File: config.mk
export PLATFORM = sky130hd
export DESIGN_NAME = prm_pin_remap
export DESIGN_NICKNAME = d
export VERILOG_FILES = /design/src/logic/prm_pkg.sv /design/src/logic/prm_pin_remap.sv
export SDC_FILE = /design/constraint.sdc
export NUM_CORES = 1
export LEC_CHECK = 0
export BUFFER_PORTS_ARGS = -buffer_cell sky130_fd_sc_hd__clkbuf_2
export CAP_MARGIN = 40
export CORE_MARGIN = 3
export CORE_UTILIZATION = 36
export CTS_CLUSTER_SIZE = 14
export DETAILED_ROUTE_END_ITERATION = 7
export GPL_TIMING_DRIVEN = 0
export PLACE_DENSITY = 0.64
export SLEW_MARGIN = 20
export SYNTH_ARGS = -nofsm -noshare
export SYNTH_HDL_FRONTEND = slang
export SYNTH_SLANG_ARGS = --single-unit
File: constraint.sdc
create_clock -name sys_clk -period 2.9 [get_ports sys_clk]
set_input_delay 0.58 -clock sys_clk [delete_from_list [all_inputs] [get_ports sys_clk]]
set_output_delay 0.58 -clock sys_clk [all_outputs]
set_load 0.1 [all_outputs]
File: src/logic/prm_pkg.sv
// Constants, field layouts and types shared by the pin remap matrix.
`default_nettype none

package prm_pkg;

  // Pin and function counts.
  localparam int unsigned NUM_FULL = 2;
  localparam int unsigned NUM_PINS = 4;
  localparam int unsigned NUM_FUNC = 4;
  localparam int unsigned NUM_PIN_IN = 4;

  // Field widths.
  localparam int unsigned FUNC_W = 6;
  localparam int unsigned SEL_W = 7;
  localparam int unsigned AW = 8;
  localparam int unsigned DW = 32;

  // Remappable pin numbers: two full pins first, then two input-only pins.
  localparam logic [SEL_W-1:0] PIN_NUM [NUM_PINS] = '{7'h76, 7'h78, 7'h20, 7'h21};
  localparam logic [SEL_W-1:0] PIN_NONE = 7'h00;
  localparam logic [FUNC_W-1:0] FUNC_NONE = 6'h00;
  localparam logic [FUNC_W-1:0] FUNC_MAX = 6'h04;

  // Register byte offsets.
  localparam logic [AW-1:0] A_OUT8 = 8'h00;
  localparam logic [AW-1:0] A_OUT9 = 8'h04;
  localparam logic [AW-1:0] A_IN0 = 8'h08;
  localparam logic [AW-1:0] A_IN1 = 8'h0c;
  localparam logic [AW-1:0] A_LOCK = 8'h10;
  localparam logic [AW-1:0] A_KEY = 8'h14;
  localparam logic [AW-1:0] A_STAT = 8'h18;

  // Field positions.
  localparam int unsigned OUT8_LSB = 8;
  localparam int unsigned OUT9_LSB = 0;
  localparam int unsigned SEL_LO_LSB = 0;
  localparam int unsigned SEL_HI_LSB = 8;
  localparam int unsigned LOCK_BIT = 0;
  localparam int unsigned STAT_LVL_LSB = 0;
  localparam int unsigned STAT_LOCK_BIT = 8;
  localparam int unsigned STAT_OPEN_BIT = 9;

  // Values after reset.
  localparam logic [FUNC_W-1:0] RST_FUNC = 6'h00;
  localparam logic [SEL_W-1:0] RST_SEL = 7'h00;
  localparam logic RST_LOCK = 1'b0;

  // Unlock key sequence.
  localparam logic [15:0] UNLOCK_KEY1 = 16'h0055;
  localparam logic [15:0] UNLOCK_KEY2 = 16'h00aa;

  // Level and output enable of one pad driver.
  typedef struct packed {
    logic lvl;
    logic oe;
  } prm_pad_t;

  // Unlock sequence states.
  typedef enum logic [1:0] {
    KEY_IDLE,
    KEY_HALF,
    KEY_OPEN
  } prm_key_t;

endpackage

`default_nettype wire

File: src/logic/prm_pin_remap.sv
// Pin remap matrix with APB register access.
//
// The APB register port and the register addresses were decided locally.
`timescale 1ns/1ps
`default_nettype none

module prm_pin_remap import prm_pkg::*; (
  // Clock and reset.
  input wire logic sys_clk,
  input wire logic rst_b,
  // APB slave.
  input wire logic psel,
  input wire logic penable,
  input wire logic pwrite,
  input wire logic [AW-1:0] paddr,
  input wire logic [DW-1:0] pwdata,
  output logic [DW-1:0] prdata,
  output logic pready,
  output logic pslverr,
  // Pads.
  input wire logic [NUM_PINS-1:0] pad_in,
  input wire logic [NUM_PINS-1:0] pin_analog,
  output prm_pad_t [NUM_FULL-1:0] pad_drv,
  // Port latch and dedicated peripheral drive per full pin.
  input wire prm_pad_t [NUM_FULL-1:0] gpio_drv,
  input wire prm_pad_t [NUM_FULL-1:0] fixed_drv,
  // Remappable peripherals.
  input wire logic [NUM_FUNC-1:0] periph_out,
  output logic [NUM_PIN_IN-1:0] periph_in,
  // Status.
  output logic map_locked
);

  logic rst_s1_q;
  logic rst_n_q;
  logic [NUM_PINS-1:0] sync1_q;
  logic [NUM_PINS-1:0] sync2_q;
  logic [FUNC_W-1:0] func_q [NUM_FULL];
  logic [SEL_W-1:0] sel_q [NUM_PIN_IN];
  logic lock_q;
  prm_key_t key_q;
  logic [DW-1:0] prdata_q;
  logic [DW-1:0] rdata_d;
  logic pready_q;
  logic pslverr_q;
  logic err_d;
  prm_pad_t [NUM_FULL-1:0] pad_q;
  prm_pad_t [NUM_FULL-1:0] pad_d;
  logic [NUM_PIN_IN-1:0] periph_in_q;
  logic [NUM_PIN_IN-1:0] periph_in_d;
  logic [NUM_PIN_IN-1:0] sel_hit;
  logic setup;
  logic fire;
  logic wr_fire;
  logic is_map;

  // Reset release through two flip-flops.
  always_ff @(posedge sys_clk or negedge rst_b) begin
    if (!rst_b) begin
      rst_s1_q <= 1'b0;
      rst_n_q <= 1'b0;
    end else begin
      rst_s1_q <= 1'b1;
      rst_n_q <= rst_s1_q;
    end
  end

  assign setup = psel & ~penable;
  assign fire = psel & penable & pready_q;
  assign wr_fire = fire & pwrite;
  assign is_map = (paddr == A_OUT8) || (paddr == A_OUT9) || (paddr == A_IN0) || (paddr == A_IN1);

  // Read data and error are prepared in the setup cycle.
  always_comb begin
    rdata_d = '0;
    err_d = 1'b0;
    if (paddr == A_OUT8) begin
      rdata_d[OUT8_LSB +: FUNC_W] = func_q[0];
    end else if (paddr == A_OUT9) begin
      rdata_d[OUT9_LSB +: FUNC_W] = func_q[1];
    end else if (paddr == A_IN0) begin
      rdata_d[SEL_LO_LSB +: SEL_W] = sel_q[0];
      rdata_d[SEL_HI_LSB +: SEL_W] = sel_q[1];
    end else if (paddr == A_IN1) begin
      rdata_d[SEL_LO_LSB +: SEL_W] = sel_q[2];
      rdata_d[SEL_HI_LSB +: SEL_W] = sel_q[3];
    end else if (paddr == A_LOCK) begin
      rdata_d[LOCK_BIT] = lock_q;
      if (pwrite && !pwdata[LOCK_BIT] && (key_q != KEY_OPEN)) begin
        err_d = 1'b1;
      end
    end else if (paddr == A_KEY) begin
      rdata_d = '0;
    end else if (paddr == A_STAT) begin
      rdata_d[STAT_LVL_LSB +: NUM_PINS] = sync2_q;
      rdata_d[STAT_LOCK_BIT] = lock_q;
      rdata_d[STAT_OPEN_BIT] = (key_q == KEY_OPEN);
    end else begin
      err_d = 1'b1;
    end
    if (pwrite && lock_q && is_map) begin
      err_d = 1'b1;
    end
  end

  // Bus answer: one access cycle, no wait states.
  always_ff @(posedge sys_clk or negedge rst_n_q) begin
    if (!rst_n_q) begin
      pready_q <= 1'b0;
      pslverr_q <= 1'b0;
      prdata_q <= '0;
    end else begin
      pready_q <= setup;
      pslverr_q <= setup & err_d;
      prdata_q <= (setup && !pwrite) ? rdata_d : '0;
    end
  end

  // Output and input select registers, frozen while locked.
  always_ff @(posedge sys_clk or negedge rst_n_q) begin
    if (!rst_n_q) begin
      func_q[0] <= RST_FUNC;
      func_q[1] <= RST_FUNC;
      for (int i = 0; i < NUM_PIN_IN; i++) begin
        sel_q[i] <= RST_SEL;
      end
    end else if (wr_fire && !lock_q) begin
      if (paddr == A_OUT8) begin
        func_q[0] <= pwdata[OUT8_LSB +: FUNC_W];
      end else if (paddr == A_OUT9) begin
        func_q[1] <= pwdata[OUT9_LSB +: FUNC_W];
      end else if (paddr == A_IN0) begin
        sel_q[0] <= pwdata[SEL_LO_LSB +: SEL_W];
        sel_q[1] <= pwdata[SEL_HI_LSB +: SEL_W];
      end else if (paddr == A_IN1) begin
        sel_q[2] <= pwdata[SEL_LO_LSB +: SEL_W];
        sel_q[3] <= pwdata[SEL_HI_LSB +: SEL_W];
      end
    end
  end

  // Unlock key sequence; any other write drops it.
  always_ff @(posedge sys_clk or negedge rst_n_q) begin
    if (!rst_n_q) begin
      key_q <= KEY_IDLE;
    end else if (wr_fire) begin
      if (paddr == A_KEY) begin
        case (key_q)
          KEY_HALF: begin
            key_q <= (pwdata[15:0] == UNLOCK_KEY2) ? KEY_OPEN : KEY_IDLE;
          end
          default: begin
            key_q <= (pwdata[15:0] == UNLOCK_KEY1) ? KEY_HALF : KEY_IDLE;
          end
        endcase
      end else begin
        key_q <= KEY_IDLE;
      end
    end
  end

  // Lock sets at any time and clears only with the key open.
  always_ff @(posedge sys_clk or negedge rst_n_q) begin
    if (!rst_n_q) begin
      lock_q <= RST_LOCK;
    end else if (wr_fire && (paddr == A_LOCK)) begin
      if (pwdata[LOCK_BIT]) begin
        lock_q <= 1'b1;
      end else if (key_q == KEY_OPEN) begin
        lock_q <= 1'b0;
      end
    end
  end

  // Pad input synchroniser.
  always_ff @(posedge sys_clk or negedge rst_n_q) begin
    if (!rst_n_q) begin
      sync1_q <= '0;
      sync2_q <= '0;
    end else begin
      sync1_q <= pad_in;
      sync2_q <= sync1_q;
    end
  end

  // Input routing: each peripheral input follows the selected pin.
  always_comb begin
    periph_in_d = '0;
    sel_hit = '0;
    for (int i = 0; i < NUM_PIN_IN; i++) begin
      for (int p = 0; p < NUM_PINS; p++) begin
        if (sel_q[i] == PIN_NUM[p]) begin
          sel_hit[i] = 1'b1;
          periph_in_d[i] = sync2_q[p] & ~pin_analog[p];
        end
      end
    end
  end

  // Output priority per full pin: analog, remap, dedicated, port.
  always_comb begin
    pad_d = '0;
    for (int k = 0; k < NUM_FULL; k++) begin
      if (pin_analog[k]) begin
        pad_d[k] = '0;
      end else if ((func_q[k] != FUNC_NONE) && (func_q[k] <= FUNC_MAX)) begin
        pad_d[k].lvl = periph_out[2'(func_q[k] - 6'h01)];
        pad_d[k].oe = 1'b1;
      end else if (fixed_drv[k].oe) begin
        pad_d[k] = fixed_drv[k];
      end else begin
        pad_d[k] = gpio_drv[k];
      end
    end
  end

  // Input-only pins have no driver, so they can never be outputs.
  always_ff @(posedge sys_clk or negedge rst_n_q) begin
    if (!rst_n_q) begin
      pad_q <= '0;
      periph_in_q <= '0;
    end else begin
      pad_q <= pad_d;
      periph_in_q <= periph_in_d;
    end
  end

  assign prdata = prdata_q;
  assign pready = pready_q;
  assign pslverr = pslverr_q;
  assign pad_drv = pad_q;
  assign periph_in = periph_in_q;
  assign map_locked = lock_q;
endmodule // prm_pin_remap

`default_nettype wire

==> results.txt, run 1 <==
Top_reg_cell synth: dfrtp_1
Area grow syn2layout: 22.38%
Share of cells above drive strength 1: 36.36%
Final core occ: 45.77%
Top Ports: 108
Post-layout minimum cycle time: 2.394 ns
FMAX: 0.4178 GHz
Core Box Area: 9910 µm²
Synth top area share: 51.99%
Detail Placement HPWL: 6878 µm
Port-buffer cells: 72
Crit end category: register
Seq/Total Area, Yosys: 51.99%
Number of enable flip-flop cells after synthesis: 0
Crit-path max FO: 8
Synth area leader: dfrtp_1
H-tree depth: 3
Tcrit/Tclk final: 82.54%
Mean Syn Cell Area: 11.55 µm²
Worst slew margin: 54.21%
Post-layout power: 0.002194 W
Pre-CTS setup slack: 0.1963 ns
RSZ-0062 raised after global routing: false
Reg2reg path depth: 5
Endpoints failing setup: 0
Post-layout nets: 491
Initial Util: 37.40%
Worst r2r src: pready$_DFF_PN0_
#FFs+latches synth: 77
Clock skew: 0.01141 ns
Post-synth cell types: 50
Pre-antenna DRT Iters: 4
Num Clock Sinks: 77
Die area: 11550 µm²
CTS max path bufs: 2
Worst Setup Path Type: primary input to register
Post_cts resized: 0
Min setup slack post-route: 0.5064 ns
Largest net degree at the start of global routing: 44
Mapped cell area: 3706 µm²
DR vias: 2801
Total global routing overflow: 0
Async SR Flop Fraction: 100.0%
Post-Route WL: 8983 µm
Run status: finished clean
WP data arrival: 2.65 ns
Setup crit start: paddr[5]
Number of diodes: 0
DR iter-0 viols: 86
Power per cell area: 483.8 nW/µm²
Rows: 36
Fin Hold WS: 0.2751 ns
Die H: 107.5 µm
Fillers: 975
Initial antenna violation count: 0
Worst setup SP type: primary input
Total CTS buffers: 9
DR vias/cell: 4.984
Most numerous cell in the Yosys netlist: dfrtp_1
Vias in the first global route: 2808
Max-slew violations: 0
Global-route wire length before repair: 14410 µm
Max cap viols: 0
Mapped Cells: 321
Die X: 107.5 µm
Clk Latency, worst-skew pair: 0.35 ns
CTS tree: yes
Maximum vdd drop: 0.0001787 V
WL/cell: 15.98 µm
Final Hold Fails: 0
Crit path required time: 3.16 ns
Post-synth top cells: dfrtp_1, mux2_2, nor2_1
Lkg Pwr: 2.217 nW
Worst-path clk slew: 0.08 ns
Residual DRC count: 0
Root Buffer: clkbuf_8
Final ANT Viol Nets: 0
Post-CTS Setup Inserts: 0
Total Routing Usage GR: 16.12%
R2R setup slack: 0.67 ns
GPL Wtd Cong: 0.8402
Synth area leaders: dfrtp_1, mux2_2, buf_4, mux2i_1, nor2_1
Yosys warnings: 0
HP Class: register to asynchronous set/reset pin
Worst-Margin Slew: 0.6805 ns
## worst max-delay path, cell delays in order
cell and delay [ns]:
clkbuf_2 0.08, or4b_2 0.74, nor4_1 0.55, nand2_1 0.44, o2bb2ai_1 0.25
## stage by stage
step	TNS, ns	instance area [µm²]	cells
6_report	0	4536	562
5_1_grt	0	4536	562
4_1_cts	0	4524	561
3_5_place_dp	0	4320	544
3_3_place_gp	-14.50	4297	543
2_1_floorplan	0	3770	338
## registers in the layout, indices dropped and copies added (netlist names)
name        flops
func_q         12
key_q           2
map_locked      1
pad_drv         4
periph_in       4
prdata         14
pready          1
pslverr         1
rst_n_q         1
rst_s1_q        1
sel_q          28
sync1_q         4
sync2_q         4
## layout make-up
cell class | count | area [µm²] | area share, %
clock inverter | 4 | 48.80 | 1.076
multi-input combinational | 221 | 1609 | 35.48
inverter | 10 | 37.54 | 0.8276
timing repair buffer | 75 | 401.6 | 8.855
clock buffer | 12 | 145.1 | 3.200
tap | 133 | 166.4 | 3.669
sequential | 77 | 1931 | 42.57
buffer | 30 | 196.4 | 4.331
## path summary, 6_finish.rpt
check,end
min reg2reg,prdata[14]$_DFF_PN0_
max,prdata[5]$_DFF_PN0_
max in group asynchronous,sel_q[8]$_DFFE_PN0P_
max reg2reg,sel_q[11]$_DFFE_PN0P_
min,prdata[14]$_DFF_PN0_
min in group sys_clk,sync1_q[3]$_DFF_PN0_
## cell usage in the layout, fill, tap and decap left out, types with 3 or more instances in the layout
cell type / n
nor4_1: 3
clkbuf_1: 9
o21ai_0: 14
conb_1: 19
nor2b_1: 5
nand4_1: 5
buf_4: 18
nand2b_1: 6
clkbuf_8: 10
a32o_1: 4
nor3_1: 6
o22ai_1: 4
mux2i_1: 11
buf_6: 3
nand2_1: 19
dfrtp_1: 76
o21a_1: 4
nand3_1: 3
or3_1: 4
inv_1: 10
clkbuf_2: 72
mux2_2: 41
a21oi_1: 7
nor2_1: 20
nor4bb_1: 5
o2bb2ai_1: 8
## timing repair
action                                 in CTS  in global routing
setup endpoints to repair                   0                  0
endpoints found under the hold margin       2                  0
hold buffers                                1                  0
## kinds of logic (layout without fill, tap and decap cells)
kind of cell,after synthesis,count (layout),share of synthesized area [%]
AND/OR/NAND/NOR,91,91,13.78
flip-flops,77,77,51.99
multiplexers,54,54,16.64
AO/OA/AOI/OAI,53,53,9.926
buffers and inverters,40,131,6.313
adder cells (fa/ha/maj),2,2,0.6751
other,2,19,0.2026
XOR/XNOR,2,2,0.4727
## layer usage
layer / vias up / track usage, % / share of wire (%)
li1: 1330 / - / -
met1: 1344 / 21.97 / 46
met2: 115 / 25.16 / 45
met3: 12 / 4.319 / 7.3
met4: 0 / 5.050 / 1.5
met5: - / 0 / 0
## where the power goes
part	switching [W]	internal (W)
combinational	0.000219	0.0000762
sequential	0.0000159	0.00109
clock	0.000375	0.000421
(Power assumes the default switching activity.)
==> run 2: changes to the inputs <==
- ABC_AREA: default -> 1
- PLACE_DENSITY: 0.64 -> 0.63
- clock period: 2.9 -> 2.3 ns (I/O delays scaled with it)
==> run 2 against run 1 <==
Effect of this change: critical path depth shrank 4; sequential power rose by 26%; register-to-register slack about the same; first-iteration DRC count grew to 3.2 times the previous value; die area increased by 8.5%.
==> results.txt, run 2 <==
Run status: finished clean
Die H: 112.0 µm (+4.2%)
Largest net degree at the start of global routing: 55 (+25%)
Final Hold Fails: 0 (unchanged)
Register area: 1931 µm² (unchanged)
TNS Setup: 0 ns (unchanged)
Worst-Margin Slew: 0.5496 ns (-0.1309 ns)
Area grow syn2layout: 22.38% (about the same)
Post-layout power: 0.003077 W (+40%)
Crit-path max FO: 6 (-2)
Share of cells above drive strength 1: 30.38% (-6.0 points)
#FFs+latches synth: 77 (unchanged)
Post-synth top cells: nand2_1, dfrtp_1, inv_1
Commonest cells after routing, fill and taps aside: nand2_1, dfrtp_1, clkbuf_2
DR vias/cell: 4.784 (-4.0%)
Core Box Area: 10890 µm² (+9.9%)
Post-CTS Setup Inserts: 0 (unchanged)
WP data arrival: 1.43 ns (-1.22 ns)
Critical path's largest stage delay: 0.54 ns (-0.20 ns)
Worst slew margin: 63.51% (+9.3 points)
Residual DRC count: 0 (unchanged)
Total global routing overflow: 0 (unchanged)
Top_reg_cell synth: dfrtp_1
DR vias: 3425 (+22%)
Clock skew: 0.01043 ns (-0.0009790 ns)
Maximum vdd drop: 0.0003028 V (+69%)
GPL Wtd Cong: 0.9049 (+7.7%)
Total CTS buffers: 9 (unchanged)
Global-route wire length before repair: 16990 µm (+18%)
Endpoints failing setup: 0 (unchanged)
CTS tree: yes
Initial antenna violation count: 0 (unchanged)
Synth Area in Simple Gates: 21.92% (+8.1 points)
Root Buffer: clkbuf_8
Rows: 38 (+5.6%)
Power per cell area: 622.1 nW/µm² (+29%)
Max stage delay cell, worst path: dfrtp_1
Top Ports: 108 (unchanged)
Number of flip-flops in the largest register: 28 (unchanged)
Post-layout minimum cycle time: 1.885 ns
Mapped Cells: 468 (+46%)
Clk Latency, worst-skew pair: 0.36 ns (about the same)
Number of enable flip-flop cells after synthesis: 0 (unchanged)
Mux cell area share after synthesis: 0.5573% (-16 points)
Synth area leaders: dfrtp_1, nand2_1, o21ai_2, inv_1, buf_4
CTS max path bufs: 2 (unchanged)
Commonest non-fill, non-tap cell in the layout: nand2_1
Worst Setup Path Type: register to output pin
Die area: 12530 µm² (+8.5%)
Final core occ: 45.43% (-0.34 points)
Mapped cell area: 4041 µm² (+9.0%)
Crit path required time: 1.84 ns (-1.32 ns)
Total Routing Usage GR: 17.15% (+1.0 points)
Lkg Pwr: 2.540 nW (+15%)
Worst setup SP type: register
Hold path start: pad_in[3]
Tcrit/Tclk final: 81.96%
Setup crit start: map_locked$_DFFE_PN0P_
Top reg by flops: sel_q
Post-Synth Adder-Cell Area: 0.6192% (-0.056 points)
Worst-path clk slew: 0.08 ns (about the same)
Port-buffer cells: 73 (+1.4%)
HP Class: primary input to register
Pre-antenna DRT Iters: 5 (+1)
Mean Syn Cell Area: 8.635 µm² (-25%)
Detail Placement HPWL: 8127 µm (+18%)
Synth top area share: 47.68% (-4.3 points)
WP buf/inv: 1 (unchanged)
DR iter-0 viols: 275 (+220%)
Post-layout nets: 638 (+30%)
Seq/Total Area, Yosys: 47.68% (-4.3 points)
Yosys warnings: 0 (unchanged)
RSZ-0062 raised after global routing: false
Largest family of logic cells by synthesized area: simple AND/OR/NAND/NOR gates
WL/cell: 14.59 µm (-8.7%)
Post-synth cell types: 34 (-32%)
Initial Util: 37.12% (-0.28 points)
CP cell instances: clkbuf_2
Post-Route WL: 10450 µm (+16%)
Compound-Gate Fraction of Synth Area: 17.21% (+7.3 points)
Num Clock Sinks: 77 (unchanged)
H-tree depth: 3 (unchanged)
Synth area leader: dfrtp_1
XOR/XNOR Fraction of Synth Area: 0.2167% (-0.26 points)
Async SR Flop Fraction: 100.0% (unchanged)
Most numerous cell in the Yosys netlist: nand2_1
Fillers: 1099 (+13%)
Area occupied by multi-input gates: 1709 µm² (+6.2%)
Number of diodes: 0 (unchanged)
Max cap viols: 0 (unchanged)
Largest delay share family, worst path: flip-flops
Max-slew violations: 0 (unchanged)
Worst r2r src: func_q[0]$_DFFE_PN0P_
Final ANT Viol Nets: 0 (unchanged)
Vias in the first global route: 3379 (+20%)
FMAX: 0.5305 GHz
Die X: 112.0 µm (+4.2%)
Crit end category: output pin
[run 2: final timing paths]
kind,end,slack (ns),cells past startpoint
setup / recovery,map_locked,0.41,1
hold / removal,sync1_q[3]$_DFF_PN0_,0.20,1
setup reg to reg,pad_drv[3]$_DFF_PN0_,0.67,6
hold reg to reg,sync1_q[3]$_DFF_PN0_,0.23,0
max in group asynchronous,func_q[11]$_DFFE_PN0P_,1.52,1
min in group asynchronous,sync1_q[3]$_DFF_PN0_,0.23,0
[run 2: stage by stage]
stage               cells  worst slack, ns  hold slack, ns  area (µm²)
detailed placement    699           0.4638          0.2305        4677
global route          716           0.3648          0.1954        4946
CTS                   716           0.4015          0.1935        4946
global placement      698           0.4586          0.2459        4647
finish                716           0.4150          0.2042        4946
floorplan             485           0.4346          0.1644        4106
[run 2: area by class of cell]
type	count	share of cell area [%]
timing repair buffer	75	8.146
clock inverter	3	1.821
buffer	25	4.326
multi-input combinational	315	34.56
sequential	77	39.03
clock buffer	13	3.415
inverter	68	5.161
tap	140	3.542
[run 2: report_power, final]
group | leakage (nW) | internal (W) | switching (W)
sequential | 1.04 | 0.00137 | 0.0000173
combinational | 1.37 | 0.0000860 | 0.000298
clock | 0.130 | 0.000811 | 0.000493
[run 2: routing by layer]
| metal | share of wire (%) | vias to the layer above | GRT usage, % |
|---|---|---|---|
| li1 | - | 1681 | - |
| met1 | 45 | 1620 | 23.04 |
| met2 | 48 | 110 | 27.74 |
| met3 | 5.6 | 14 | 3.043 |
| met4 | 1.7 | 0 | 6.571 |
| met5 | 0 | - | 0 |
[run 2: logic make-up (layout without fill, tap and decap cells)]
family	Yosys count	count (layout)
XOR/XNOR	1	1
AO/OA/AOI/OAI	97	97
multiplexers	2	2
other	2	19
AND/OR/NAND/NOR	194	194
buffers and inverters	93	184
adder cells (fa/ha/maj)	2	2
flip-flops	77	77
[run 2: repair_timing]
action | CTS | global route
gates resized for setup | 0 | 0
hold endpoints to repair | 2 | 0
hold buffers | 1 | 0
==> run 3: changes to the inputs <==
- clock period: 2.3 -> 1.86 ns (I/O delays scaled with it)
==> run 3 against run 2 <==
Effect of this change: hold slack lost 0.086 ns; global-route usage shrank 0.15 points; routed wire length shrank 0.71%; flip-flop and latch count is the same.
==> results.txt, run 3 (same netlist as run 2, synthesis figures left out) <==
Endpoints failing setup: 0 (unchanged)
Largest net degree at the start of global routing: 53 (-3.6%)
Clk Latency, worst-skew pair: 0.36 ns (about the same)
Area occupied by multi-input gates: 1709 µm² (unchanged)
Pre-antenna DRT Iters: 4 (-1)
Area grow syn2layout: 22.48% (about the same)
Dpl cell area: 4678 µm² (about the same)
Run status: finished clean
CP cell instances: clkbuf_2
Non-Filler Instances: 716 (unchanged)
Register area: 1932 µm² (about the same)
Commonest non-fill, non-tap cell in the layout: nand2_1
Number of flip-flops in the largest register: 28 (unchanged)
Worst-Margin Slew: 0.5451 ns (-0.004561 ns)
Final Hold Fails: 0 (unchanged)
Hold Path End: sync1_q[0]$_DFF_PN0_
H-tree depth: 3 (unchanged)
WP buf/inv: 1 (unchanged)
Top Ports: 108 (unchanged)
Worst slew margin: 63.82% (+0.30 points)
Critical path's largest stage delay: 0.55 ns (about the same)
Detail Placement HPWL: 8088 µm (-0.48%)
Share of cells above drive strength 1: 30.73% (+0.35 points)
Min setup slack post-route: 0.05644 ns (-0.3585 ns)
Final Cell Area: 4950 µm² (about the same)
Max stage delay cell, worst path: dfrtp_1
FMAX: 0.5545 GHz
Clock skew: 0.01221 ns (+0.001774 ns)
RSZ-0062 raised after global routing: false
Worst setup SP type: register
Worst-path clk slew: 0.08 ns (about the same)
Hold path start: pad_in[0]
Maximum vdd drop: 0.0003892 V (+29%)
Post-layout nets: 638 (unchanged)
Tcrit/Tclk final: 96.97%
Global-route wire length before repair: 16940 µm (-0.32%)
Post-CTS Setup Inserts: 0 (unchanged)
Die area: 12530 µm² (unchanged)
Initial Util: 37.12% (unchanged)
Fin Hold WS: 0.1187 ns (-0.08551 ns)
Post-Route WL: 10380 µm (-0.71%)
Total CTS buffers: 9 (unchanged)
Post_cts resized: 0 (unchanged)
Total global routing overflow: 0 (unchanged)
Root Buffer: clkbuf_8
Die H: 112.0 µm (unchanged)
Crit end category: output pin
Port-buffer cells: 73 (unchanged)
GPL Wtd Cong: 0.9074 (+0.28%)
Initial antenna violation count: 0 (unchanged)
Total Routing Usage GR: 16.99% (-0.15 points)
Number of diodes: 0 (unchanged)
WL/cell: 14.49 µm (-0.71%)
CTS tree: yes
DR iter-0 viols: 248 (-9.8%)
Commonest cells after routing, fill and taps aside: nand2_1, dfrtp_1, clkbuf_2
Pre-CTS setup slack: 0.1045 ns (-0.3593 ns)
Final ANT Viol Nets: 0 (unchanged)
Num Clock Sinks: 77 (unchanged)
Max-slew violations: 0 (unchanged)
Post-layout power: 0.003856 W (+25%)
HP Class: primary input to register
Post-layout minimum cycle time: 1.804 ns
FF-to-FF End: pad_drv[3]$_DFF_PN0_
Cells after DPL: 699 (unchanged)
Max cap viols: 0 (unchanged)
Die X: 112.0 µm (unchanged)
Power per cell area: 779.1 nW/µm² (+25%)
Largest delay share family, worst path: flip-flops
Lkg Pwr: 2.538 nW (about the same)
DR vias: 3388 (-1.1%)
Hold path cells: 1 (unchanged)
WP data arrival: 1.43 ns (about the same)
Rows: 38 (unchanged)
Core Box Area: 10890 µm² (unchanged)
Worst Setup Path Type: register to output pin
Crit path required time: 1.49 ns (-0.35 ns)
Vias in the first global route: 3336 (-1.3%)
CTS max path bufs: 2 (unchanged)
Fillers: 1087 (-1.1%)
DR vias/cell: 4.732 (-1.1%)
Top reg by flops: sel_q
Reg2reg path depth: 6 (unchanged)
Worst r2r src: func_q[0]$_DFFE_PN0P_
Crit-path max FO: 6 (unchanged)
R2R setup slack: 0.28 ns (-0.39 ns)
Residual DRC count: 0 (unchanged)
-- run 3: where the power goes --
part	total (W)	switching (W)	leakage [nW]	internal [W]
Sequential	0.00172	0.0000222	1.04	0.00170
Clock	0.00167	0.000644	0.129	0.00102
Combinational	0.000472	0.000366	1.37	0.000106
Total	0.00386	0.00103	2.54	0.00282
-- run 3: per-stage QoR --
| stage | utilization (%) | setup TNS (ns) |
|---|---|---|
| after floorplan | - | 0 |
| after global placement | 42.69 | -0.06908 |
| after detailed placement | 42.97 | 0 |
| after CTS | 45.46 | 0 |
| after global routing | 45.46 | 0 |
| final | 45.46 | 0 |
-- run 3: layout make-up --
| cell class | instances | area share, % |
|---|---|---|
| inverter | 68 | 5.157 |
| clock inverter | 7 | 2.781 |
| clock buffer | 9 | 2.503 |
| tap | 140 | 3.539 |
| sequential | 77 | 39.03 |
| buffer | 25 | 4.323 |
| multi-input combinational | 315 | 34.53 |
| timing repair buffer | 75 | 8.140 |
-- run 3: worst max path at each step --
stage | from | slack [ns] | depth (start not counted) | end
floorplan | map_locked$_DFFE_PN0P_ | 0.22 | 4 | sel_q[21]$_DFFE_PN0P_
global route | map_locked$_DFFE_PN0P_ | 0.03 | 1 | map_locked
global placement | rst_n_q$_DFF_PN0_ | -0.07 | 0 | pready$_DFF_PN0_
CTS | map_locked$_DFFE_PN0P_ | 0.06 | 1 | map_locked
finish | map_locked$_DFFE_PN0P_ | 0.06 | 1 | map_locked
detailed placement | paddr[1] | 0.10 | 8 | prdata[9]$_DFF_PN0_
-- run 3: timing repair --
item | in CTS | in global routing
endpoints found under the setup margin | 0 | 0
hold buffers | 1 | 0
hold endpoints to repair | 2 | 0
-- run 3: metal layers --
| layer | routed length (µm) | GRT usage [%] | vias up |
|---|---|---|---|
| met3 | 625 | 3.424 | 15 |
| li1 | - | - | 1686 |
| met4 | 171 | 5.048 | 0 |
| met1 | 4576 | 22.44 | 1585 |
| met5 | 0 | 0 | - |
| met2 | 5002 | 28.38 | 102 |
